`src/sag_defines.svh`:
```
`ifndef SAG_DEFINES_SVH
`define SAG_DEFINES_SVH

// Reference clock rate in MHz, used to turn times into cycle counts.
`define SAG_CLK_MHZ 100

// Times in microseconds.
`define SAG_DEGLITCH_US 10
`define SAG_STRETCH_US 10000
`define SAG_FIRE_US 2000
`define SAG_DIAG_STEP_US 2500

// Command word fields.
`define SAG_MODE_HI 15
`define SAG_MODE_LO 14
`define SAG_BIT_D12 12
`define SAG_BIT_D9 9
`define SAG_BIT_D8 8
`define SAG_LOW_BYTE_HI 7

// Mode codes carried in the two top command bits.
`define SAG_MODE_MONITOR 2'h3
`define SAG_MODE_DIAG 2'h2
`define SAG_MODE_REGISTER 2'h1
`define SAG_MODE_COMMAND 2'h0
`define SAG_MODE_RESET 2'h3

// Serial arming word and message check.
`define SAG_SER_BITS 4
`define SAG_SER_EDGES_OK 2'h3

`endif

```
`src/sag_pkg.sv`:
```
package sag_pkg;

    typedef enum logic [1:0] {
        SAG_DG_IDLE,
        SAG_DG_TEST,
        SAG_DG_NEXT
    } sag_diag_state_t;

    typedef enum logic [1:0] {
        SAG_DT_BATT,
        SAG_DT_OPEN,
        SAG_DT_RES,
        SAG_DT_MOS
    } sag_diag_test_t;

endpackage

```
`src/sag_channel.sv`:
```
`timescale 1ns/10ps
`default_nettype none

module sag_channel #(
    parameter int unsigned STRETCH_CYC = 1000000,
    parameter int unsigned FIRE_CYC = 200000
) (
    input wire logic i_ref_clk,
    input wire logic i_rstn,
    input wire logic i_arm_hold,
    input wire logic i_arm_start,
    input wire logic i_deploy,
    input wire logic i_idle,
    input wire logic i_permit,
    input wire logic i_gnd_loss,
    input wire logic i_diag_drive,
    output logic o_window,
    output logic o_firing,
    output logic o_high_side_switch,
    output logic o_low_side_switch
);
    localparam int SW = $clog2(STRETCH_CYC + 1);
    localparam int FW = $clog2(FIRE_CYC + 1);

    typedef struct packed {
        logic arm_run;
        logic [SW-1:0] arm_cnt;
        logic spi_run;
        logic [SW-1:0] spi_cnt;
        logic firing;
        logic [FW-1:0] fire_cnt;
        logic sw;
    } sag_ch_state_t;

    sag_ch_state_t q;
    sag_ch_state_t d;
    logic arm_win;
    logic ok;

    always_comb begin
        d = q;
        // The start pulse bridges the cycle between a dropped hold and a running timer.
        arm_win = i_arm_hold | i_arm_start | q.arm_run;
        ok = i_permit & ~i_gnd_loss;
        if (q.arm_run) begin
            d.arm_cnt = q.arm_cnt - SW'(1);
            if (q.arm_cnt == SW'(1)) begin
                d.arm_run = 1'b0;
            end
        end
        if (i_arm_start) begin
            d.arm_run = 1'b1;
            d.arm_cnt = SW'(STRETCH_CYC);
        end
        if (q.spi_run) begin
            d.spi_cnt = q.spi_cnt - SW'(1);
            if (q.spi_cnt == SW'(1)) begin
                d.spi_run = 1'b0;
            end
        end
        if (q.firing) begin
            // Firing runs out its time whatever arrives meanwhile.
            d.fire_cnt = q.fire_cnt - FW'(1);
            if (q.fire_cnt == FW'(1)) begin
                d.firing = 1'b0;
            end
        end else begin
            // Commands reach the timers only while the channel is not firing.
            if (i_deploy && ok && !q.spi_run) begin
                d.spi_run = 1'b1;
                d.spi_cnt = SW'(STRETCH_CYC);
            end
            if (i_idle) begin
                d.spi_run = 1'b0;
            end
            if (ok && arm_win && (q.spi_run || i_deploy)) begin
                d.firing = 1'b1;
                d.fire_cnt = FW'(FIRE_CYC);
                d.spi_run = 1'b0;
            end
        end
        d.sw = (d.firing | i_diag_drive) & i_permit;
    end

    always_ff @(posedge i_ref_clk or negedge i_rstn) begin
        if (!i_rstn) begin
            q <= '0;
        end else begin
            q <= d;
        end
    end

    assign o_window = i_arm_hold | i_arm_start | q.arm_run | q.spi_run;
    assign o_firing = q.firing;
    assign o_high_side_switch = q.sw;
    assign o_low_side_switch = q.sw;

endmodule // sag_channel

`default_nettype wire

```
`src/sag_top.sv`:
```
// Functional notes
// - Each channel has two stretch timers, one started by its enable input, one by SPI deploy.
// - SPI deploy starts the timer at chip select fall; repeats never restart it.
// - Idle cancels only SPI-started timers; enable-started timers keep running.
// - SPI-started window fires only inside an enable window (enable high or its countdown running); firing cannot be aborted.
// - A firing channel ignores all commands; other channels work normally.
// - Discrete enable: window after deglitch high; countdown deglitch after fall.
// - Enable-armed window fires on SPI deploy inside it or an already running SPI timer; firing completes.
// - Serial: arm state captured at select release; timer starts deglitch later.
// - Serial arming mode is selected by the configuration bit, else discrete.
// - Discrete pins arm pairs 0/1..6/7; serial uses them as din, select, clk, dout.
// - Serial word is four bits MSB first; first bit is pair 0/1, last 6/7.
// - With select high, shift on both clock edges; clock ignored with select low.
// - On select fall, copy shift register to arm latch then clear it.
// - Accept a serial message only when its edge count is 4n-1.
// - Serial data out low without select; else shift register MSB first.
// - Fire permit low blocks switches and deploys; never stops a running firing.
// - Diagnostics run with permit low; switch test then reports low-side fault.
// - Reset enters monitor mode (top bits 11); diagnostics only on command.
// - A diagnostic fault flags the channel, skips its other tests, moves on.
// - Short-between-loops test starts on the two documented start commands.
// - It stops on the three documented stop commands; others leave it running.
// - After reset the short-between-loops test is off until commanded.
// - Loop switches turn on only for firing or a switch diagnostic.
// - Ground loss blocks new diagnostics and firings on that channel only.
`include "sag_defines.svh"
`timescale 1ns/10ps
`default_nettype none

module sag_top #(
    parameter int unsigned DEGLITCH_CYC = `SAG_DEGLITCH_US * `SAG_CLK_MHZ,
    parameter int unsigned STRETCH_CYC = `SAG_STRETCH_US * `SAG_CLK_MHZ,
    parameter int unsigned FIRE_CYC = `SAG_FIRE_US * `SAG_CLK_MHZ,
    parameter int unsigned DIAG_STEP_CYC = `SAG_DIAG_STEP_US * `SAG_CLK_MHZ
) (
    input wire logic i_ref_clk,
    input wire logic i_rstn,
    // Shared arming pins; in serial mode ch01 is data in, ch23 select, ch45 clock.
    input wire logic i_enable_in_ch01,
    input wire logic i_enable_in_ch23,
    input wire logic i_enable_in_ch45,
    input wire logic i_enable_in_ch67,
    output logic o_serial_enable_dout,
    output logic o_serial_enable_dout_oe_n,
    input wire logic i_serial_mode,
    input wire logic i_fire_permit,
    input wire logic [7:0] i_gnd_loss,
    input wire logic i_cmd_valid,
    input wire logic [15:0] i_cmd_word,
    input wire logic i_deploy_valid,
    input wire logic [7:0] i_deploy_ch,
    input wire logic i_idle_valid,
    input wire logic [7:0] i_idle_ch,
    input wire logic i_diag_start,
    input wire logic i_diag_mos_en,
    input wire logic i_diag_fault,
    input wire logic i_mos_ok,
    input wire logic i_fault_clear,
    output logic [1:0] o_mode,
    output logic o_sbl_active,
    output logic o_diag_busy,
    output logic [2:0] o_diag_ch,
    output sag_pkg::sag_diag_test_t o_diag_test,
    output logic [7:0] o_fault,
    output logic [7:0] o_ls_fault,
    output logic [7:0] o_window,
    output logic [7:0] o_firing,
    output logic [7:0] o_high_side_switch,
    output logic [7:0] o_low_side_switch
);
    import sag_pkg::*;

    localparam int DGW = $clog2(DEGLITCH_CYC + 1);
    localparam int DSW = $clog2(DIAG_STEP_CYC + 1);
    localparam int PERMIT = 4;

    if (DEGLITCH_CYC < 1 || STRETCH_CYC < 1 || FIRE_CYC < 1 || DIAG_STEP_CYC < 1) begin : g_bad
        $error("sag_top: every time count must be at least one cycle");
    end

    typedef struct packed {
        logic [4:0] s1;
        logic [4:0] s2;
        logic [4:0] s3;
        logic [3:0] filt;
        logic [3:0][DGW-1:0] dg_cnt;
        logic [`SAG_SER_BITS-1:0] sr;
        logic [1:0] edges;
        logic [`SAG_SER_BITS-1:0] armed;
        logic sdly_run;
        logic [DGW-1:0] sdly_cnt;
        logic [7:0] arm_start;
        logic dout;
        logic [1:0] mode;
        logic sbl;
        sag_diag_state_t dstate;
        sag_diag_test_t dtest;
        logic [2:0] dch;
        logic [DSW-1:0] dcnt;
        logic mos_en;
        logic [7:0] fault;
        logic [7:0] ls_fault;
        logic [7:0] drive;
    } sag_top_state_t;

    sag_top_state_t q;
    sag_top_state_t d;
    logic [4:0] pins;
    logic [7:0] firing_w;
    logic [7:0] arm_hold;
    logic sel;
    logic sel_rise;
    logic sel_fall;
    logic clk_edge;
    logic permit;
    logic skip;
    logic [1:0] mode_in;
    logic sbl_start;
    logic sbl_stop;

    assign pins = {i_fire_permit, i_enable_in_ch67, i_enable_in_ch45,
                   i_enable_in_ch23, i_enable_in_ch01};
    assign permit = q.s2[PERMIT];
    assign sel = q.s2[1];
    assign sel_rise = q.s2[1] & ~q.s3[1];
    assign sel_fall = ~q.s2[1] & q.s3[1];
    assign clk_edge = q.s2[2] ^ q.s3[2];
    assign mode_in = i_cmd_word[`SAG_MODE_HI:`SAG_MODE_LO];

    // Short-between-loops start and stop decode; the two sets never overlap.
    always_comb begin
        sbl_start = 1'b0;
        sbl_stop = 1'b0;
        case (mode_in)
            `SAG_MODE_MONITOR: begin
                sbl_start = i_cmd_word[`SAG_BIT_D12] & i_cmd_word[`SAG_BIT_D9]
                            & i_cmd_word[`SAG_BIT_D8];
                sbl_stop = i_cmd_word[`SAG_BIT_D12] & i_cmd_word[`SAG_BIT_D9]
                           & ~i_cmd_word[`SAG_BIT_D8];
            end
            `SAG_MODE_DIAG: begin
                sbl_start = i_cmd_word[`SAG_BIT_D12] & i_cmd_word[`SAG_BIT_D9];
                sbl_stop = i_cmd_word[`SAG_BIT_D12] & ~i_cmd_word[`SAG_BIT_D9];
            end
            `SAG_MODE_COMMAND: begin
                sbl_stop = (i_cmd_word[`SAG_LOW_BYTE_HI:0] == 8'h00);
            end
            default: begin
                sbl_start = 1'b0;
            end
        endcase
    end

    always_comb begin
        d = q;
        // The first stage feeds only the second; edges compare stage two with three.
        d.s1 = pins;
        d.s2 = q.s1;
        d.s3 = q.s2;
        d.arm_start = 8'h00;
        skip = 1'b0;

        // Discrete arming: a symmetric deglitch filter per pin pair.
        for (int p = 0; p < 4; p++) begin
            if (i_serial_mode || q.s2[p] == q.filt[p]) begin
                d.dg_cnt[p] = '0;
            end else if (q.dg_cnt[p] == DGW'(DEGLITCH_CYC - 1)) begin
                d.dg_cnt[p] = '0;
                d.filt[p] = q.s2[p];
                if (q.filt[p]) begin
                    // Countdown starts one deglitch time after the pin fell.
                    d.arm_start[2*p] = 1'b1;
                    d.arm_start[2*p+1] = 1'b1;
                end
            end else begin
                d.dg_cnt[p] = q.dg_cnt[p] + DGW'(1);
            end
        end
        if (i_serial_mode) begin
            d.filt = 4'h0;
        end

        // Serial arming link.
        if (!i_serial_mode) begin
            d.sr = '0;
            d.edges = 2'h0;
            d.sdly_run = 1'b0;
        end else begin
            if (sel_rise) begin
                // The bit present at select rise is the first one taken.
                d.sr = {q.sr[`SAG_SER_BITS-2:0], q.s2[0]};
                d.edges = 2'h0;
            end else if (sel && clk_edge) begin
                d.sr = {q.sr[`SAG_SER_BITS-2:0], q.s2[0]};
                d.edges = q.edges + 2'h1;
            end
            if (sel_fall) begin
                // Only the low two bits matter: 4n-1 edges means count mod 4 is 3.
                if (q.edges == `SAG_SER_EDGES_OK) begin
                    d.armed = q.sr;
                    d.sdly_run = 1'b1;
                    d.sdly_cnt = DGW'(DEGLITCH_CYC);
                end
                d.sr = '0;
                d.edges = 2'h0;
            end
            if (q.sdly_run) begin
                d.sdly_cnt = q.sdly_cnt - DGW'(1);
                if (q.sdly_cnt == DGW'(1)) begin
                    d.sdly_run = 1'b0;
                    for (int c = 0; c < 8; c++) begin
                        d.arm_start[c] = q.armed[3 - c/2];
                    end
                end
            end
        end
        d.dout = i_serial_mode & sel & d.sr[`SAG_SER_BITS-1];

        // Mode and short-between-loops test.
        if (i_cmd_valid) begin
            d.mode = mode_in;
            if (sbl_start) begin
                d.sbl = 1'b1;
            end else if (sbl_stop) begin
                d.sbl = 1'b0;
            end
        end

        // Diagnostic sequencer; clears come first so that a fault set wins.
        if (i_fault_clear) begin
            d.fault = 8'h00;
            d.ls_fault = 8'h00;
        end
        d.drive = 8'h00;
        case (q.dstate)
            SAG_DG_IDLE: begin
                if (i_diag_start) begin
                    d.dstate = SAG_DG_TEST;
                    d.dch = 3'h0;
                    d.dtest = SAG_DT_BATT;
                    d.dcnt = DSW'(DIAG_STEP_CYC);
                    d.mos_en = i_diag_mos_en;
                end
            end
            SAG_DG_TEST: begin
                skip = i_gnd_loss[q.dch] | firing_w[q.dch];
                d.dcnt = q.dcnt - DSW'(1);
                if (skip) begin
                    d.dstate = SAG_DG_NEXT;
                end else if (i_diag_fault) begin
                    d.fault[q.dch] = 1'b1;
                    d.dstate = SAG_DG_NEXT;
                end else if (q.dtest == SAG_DT_MOS && i_mos_ok && permit) begin
                    d.dstate = SAG_DG_NEXT;
                end else if (q.dcnt == DSW'(1)) begin
                    d.dcnt = DSW'(DIAG_STEP_CYC);
                    case (q.dtest)
                        SAG_DT_BATT: d.dtest = SAG_DT_OPEN;
                        SAG_DT_OPEN: d.dtest = SAG_DT_RES;
                        SAG_DT_RES: begin
                            if (q.mos_en) begin
                                d.dtest = SAG_DT_MOS;
                            end else begin
                                d.dstate = SAG_DG_NEXT;
                            end
                        end
                        default: begin
                            // Switches blocked by the permit never see the loop respond.
                            d.fault[q.dch] = 1'b1;
                            d.ls_fault[q.dch] = 1'b1;
                            d.dstate = SAG_DG_NEXT;
                        end
                    endcase
                end
                if (d.dstate == SAG_DG_TEST && d.dtest == SAG_DT_MOS) begin
                    d.drive[d.dch] = 1'b1;
                end
            end
            SAG_DG_NEXT: begin
                if (q.dch == 3'h7) begin
                    d.dstate = SAG_DG_IDLE;
                end else begin
                    d.dch = q.dch + 3'h1;
                    d.dtest = SAG_DT_BATT;
                    d.dcnt = DSW'(DIAG_STEP_CYC);
                    d.dstate = SAG_DG_TEST;
                end
            end
            default: begin
                d.dstate = SAG_DG_IDLE;
            end
        endcase
    end

    always_ff @(posedge i_ref_clk or negedge i_rstn) begin
        if (!i_rstn) begin
            q <= '0;
            q.mode <= `SAG_MODE_RESET;
            q.sbl <= 1'b0;
            q.dstate <= SAG_DG_IDLE;
            q.dtest <= SAG_DT_BATT;
        end else begin
            q <= d;
        end
    end

    // Discrete windows hold while a filtered pin is high; serial arming has no hold.
    always_comb begin
        for (int c = 0; c < 8; c++) begin
            arm_hold[c] = ~i_serial_mode & q.filt[c/2];
        end
    end

    for (genvar c = 0; c < 8; c++) begin : g_ch
        sag_channel #(
            .STRETCH_CYC(STRETCH_CYC),
            .FIRE_CYC(FIRE_CYC)
        ) u_ch (
            .i_ref_clk(i_ref_clk),
            .i_rstn(i_rstn),
            .i_arm_hold(arm_hold[c]),
            .i_arm_start(q.arm_start[c]),
            .i_deploy(i_deploy_valid & i_deploy_ch[c]),
            .i_idle(i_idle_valid & i_idle_ch[c]),
            .i_permit(permit),
            .i_gnd_loss(i_gnd_loss[c]),
            .i_diag_drive(q.drive[c]),
            .o_window(o_window[c]),
            .o_firing(firing_w[c]),
            .o_high_side_switch(o_high_side_switch[c]),
            .o_low_side_switch(o_low_side_switch[c])
        );
    end

    // The pin is driven only in serial mode; low outside select.
    assign o_serial_enable_dout = q.dout;
    assign o_serial_enable_dout_oe_n = ~i_serial_mode;
    assign o_firing = firing_w;
    assign o_mode = q.mode;
    assign o_sbl_active = q.sbl;
    assign o_diag_busy = (q.dstate != SAG_DG_IDLE);
    assign o_diag_ch = q.dch;
    assign o_diag_test = q.dtest;
    assign o_fault = q.fault;
    assign o_ls_fault = q.ls_fault;

endmodule // sag_top

`default_nettype wire

```
`config.mk`:
```
export PLATFORM = sky130hd
export DESIGN_NAME = sag_top
export DESIGN_NICKNAME = d
export VERILOG_FILES = /design/src/sag_pkg.sv /design/src/sag_channel.sv /design/src/sag_top.sv
export VERILOG_INCLUDE_DIRS = /design/src
export SDC_FILE = /design/constraint.sdc
export NUM_CORES = 1
export LEC_CHECK = 0
export BUFFER_PORTS_ARGS = -buffer_cell sky130_fd_sc_hd__clkbuf_2
export CORE_MARGIN = 5
export CORE_UTILIZATION = 40
export DETAILED_ROUTE_END_ITERATION = 7
export GPL_TIMING_DRIVEN = 1
export SKIP_CTS_REPAIR_TIMING = 1
export SYNTH_ARGS = -nofsm -noshare
export SYNTH_HDL_FRONTEND = slang
export SYNTH_HIERARCHICAL = 1
export SYNTH_SLANG_ARGS = --single-unit
export TNS_END_PERCENT = 20
```
`constraint.sdc`:
```
create_clock -name i_ref_clk -period 6.3 [get_ports i_ref_clk]
set_clock_uncertainty 0.15 [all_clocks]
set_input_delay 0.63 -clock i_ref_clk [delete_from_list [all_inputs] [get_ports i_ref_clk]]
set_output_delay 0.63 -clock i_ref_clk [all_outputs]
set_load 0.03 [all_outputs]
```
==> impl_metrics.toml <==
[yosys]
yosysUniqueCellTypes = 78
synth_compound_area_frac = 0.1005
ys.flop_type = "dfrtp_1"
syn_avg_cell_area_um2 = 9.934
async_flop_share = 1.000
synthMuxAreaShare = 0.02182
yosys_warnings = 6
syn_inst = 3192
synth-simple-area-share = 0.2635
syn_area_um2 = 31710
synth_xor_area_frac = 0.05828
synth_edf_count = 0
synth_top_family_by_area = "simple AND/OR/NAND/NOR gates"
yosysSeqAreaShare = 0.4981
synthesis.nets = 3311
synth_fa_ha_area_frac = 0.02486
synth_top_area_share = 0.4964
yosys_register_bits = 631
yosysTopAreaCell = "dfrtp_1"
yosys-top-cells-area = "dfrtp_1 50%, nor2_1 4.4%, xnor2_1 3.7%, ha_1 2.5%, o21ai_0 2.5%"

[worst_setup_path]
rrSetupSlack_ns = 3.32
path_class = "flip-flop to output port"
worstPathMaxFanout = 52
r2r_cells = 6
crit_path_end = "o_window[6]"
max_stage_delay_ns = 0.53
r2r-end = "g_ch[5].u_ch/q[55]"
crit_path_end_kind = "output port"
crit_start = "q[60]"
crit_arrival_ns = 2.28
cp_cell_sequence = "buf_4 -> or3_1 -> or2_2 -> clkbuf_2"
start_kind = "flip-flop"
cp_slowest_cell = "or3_1"
crit_required_ns = 5.52
regToRegStartpoint = "g_ch[5].u_ch/q[41]"

[detailed_routing]
postRouteWirelength_mm = 66.13
remaining_drc_errors = 0
wire_per_inst_um = 15.13
antenna_left = 0
first_iter_violations = 1551
vias = 23300
viasPerCell = 5.331
drt_pass1_iterations = 5

[cts]
cts_made_buffers = 73
clk_latency_ns = 0.60
cts_sinks = 631
worst_setup_hold_path_clk_slew_ns = 0.06
cts_buffer_depth = 3
clk_root_buffer_cell = "clkbuf_16"
cts.htree.levels = 3
cts_tree = "done"

[sta]
maxSlewViolCount = 0
finalHoldViolCount = 0
rsz0062_at_grt = "false"
setup_tns_ns = 0
slew_headroom = 0.1423
finalCritPeriodShare = 0.4855
timing.fmax_mhz = 326.9
period_needed_ns = 3.059
setup_viol = 0
tightest_slew_ns = 1.269

[placed_design]
placed_cells = 4233
numPortBuffers = 111
gp_congestion = 0.7800
place_hpwl_mm = 43.90
postPlaceCellArea_um2 = 33110

[grt]
met2_usage = 0.2315
grt_pass1_vias = 22090
grt_max_degree = 158
grt.busiest_layer = "met2"
grt.overflow.total = 0
antenna_found_initial = 2
grt_first_pass_wirelength_mm = 111.0
met3_usage = 0.02540
grt.total_usage = 0.1515
use_met1 = 0.2235

[final_layout]
drive_above_1_share = 0.1136
final_cell_mix = "629 x dfrtp_1, 370 x nor2_1, 162 x nand2_1"
final_common_cell = "dfrtp_1"
area_delta_synth_final_pct = 12.52
stdcell_count = 4371
n_fill_cell = 7405
fin_area_um2 = 35680
layout.nets = 3382

[status]
status = "finished, final reports clean"

[power]
power_density_nw_per_um2 = 328.3
vdd_drop_max_mv = 0.2019
p_leak_nw = 14.12

[floorplan]
start_util = 0.4027
rows = 103
io_pins = 115
dieArea_um2 = 85000
die_h_um = 291.6
core_um2 = 78740
chipWidth_um = 291.6

[min_path]
hold_class = "primary input to flip-flop"

[job]
drv_cap = 0
synthesized netlist by cell type (30+ instances only):
cell      count
nand2b_1     50
o21ai_0     157
nor2_1      370
nand3_1     116
buf_4        31
nor3b_1      30
nor4_1       94
o31ai_1      32
nand2_1     162
or3_1       111
xnor2_1     133
clkbuf_1     89
or4_1        85
nor3_1      150
inv_1       101
and3_1       32
a31oi_1      30
nor4b_1      38
xor2_1       78
a21oi_1     122
ha_1         63
mux2i_1      50
dfrtp_1     629
cell families (layout without fill, tap and decap cells):
| group | after synthesis | after routing |
|---|---|---|
| buffers and inverters | 241 | 369 |
| DFF | 631 | 631 |
| xor gates and xnor gates | 211 | 211 |
| muxes | 67 | 67 |
| AOI/OAI and AO/OA | 508 | 508 |
| adders and majority gates | 63 | 63 |
| other | 0 | 1 |
| and+or+nand+nor | 1471 | 1471 |
state kept, by name, summed over array words and instances, names as in the netlist, 2 cells and up:
register                      cells
d                                10
g_ch.u_ch/o_firing                8
g_ch.u_ch/o_high_side_switch      8
g_ch.u_ch/q                     480
o_diag_ch                         3
o_diag_test                       2
o_fault                           8
o_ls_fault                        8
o_mode                            2
q                               100
where the power goes:
group          switching, mW  internal [mW]
clock                   1.68           2.70
combinational           1.17          0.893
sequential             0.673           4.60
worst min path at each step:
stage,start,endpoint,slack (ns),cells after the start
finish,i_enable_in_ch01,d[132],0.03,1
global route,i_enable_in_ch01,d[132],0.02,1
CTS,i_rstn,g_ch[1].u_ch/q[44],-0.12,1
detailed placement,d[133],d[128],0.18,0
global placement,d[135],d[130],0.18,0
floorplan,i_rstn,d[127],0.18,0
layer usage:
metal,share of wire,vias to the layer above
li1,-,11700
met1,0.50,11240
met2,0.43,284
met3,0.040,86
met4,0.022,0
met5,0,-
critical path, delay by kind of cell, from the launching register on:
kind / cells / cell delay (ns)
flops: 1 / 0.35
buf+inv: 2 / 0.46
simple gates: 2 / 0.86
final cells by class:
type,instances,area (um^2),share of cell area
repair buffers,136,803.3,0.02252
clock inverters,20,236.5,0.006628
multi-input cells,2320,14870,0.4167
flip-flops and latches,631,15790,0.4427
diodes,1,2.502,0.00007014
well taps,1050,1314,0.03682
clock buffers,112,2281,0.06393
inverters,101,379.1,0.01063
per-stage QoR:
stage	hold WS [ns]	util	worst slack [ns]	power [mW]
floorplan	0.1812	-	3.598	6.826
global placement	0.1826	0.4204	3.187	7.353
detailed placement	0.1847	0.4204	3.211	7.401
CTS	-0.1202	0.4524	3.192	11.87
global route	0.01662	0.4531	3.033	12.40
finish	0.03380	0.4531	3.241	11.71
No activity file was read; power rests on OpenSTA's default activity.
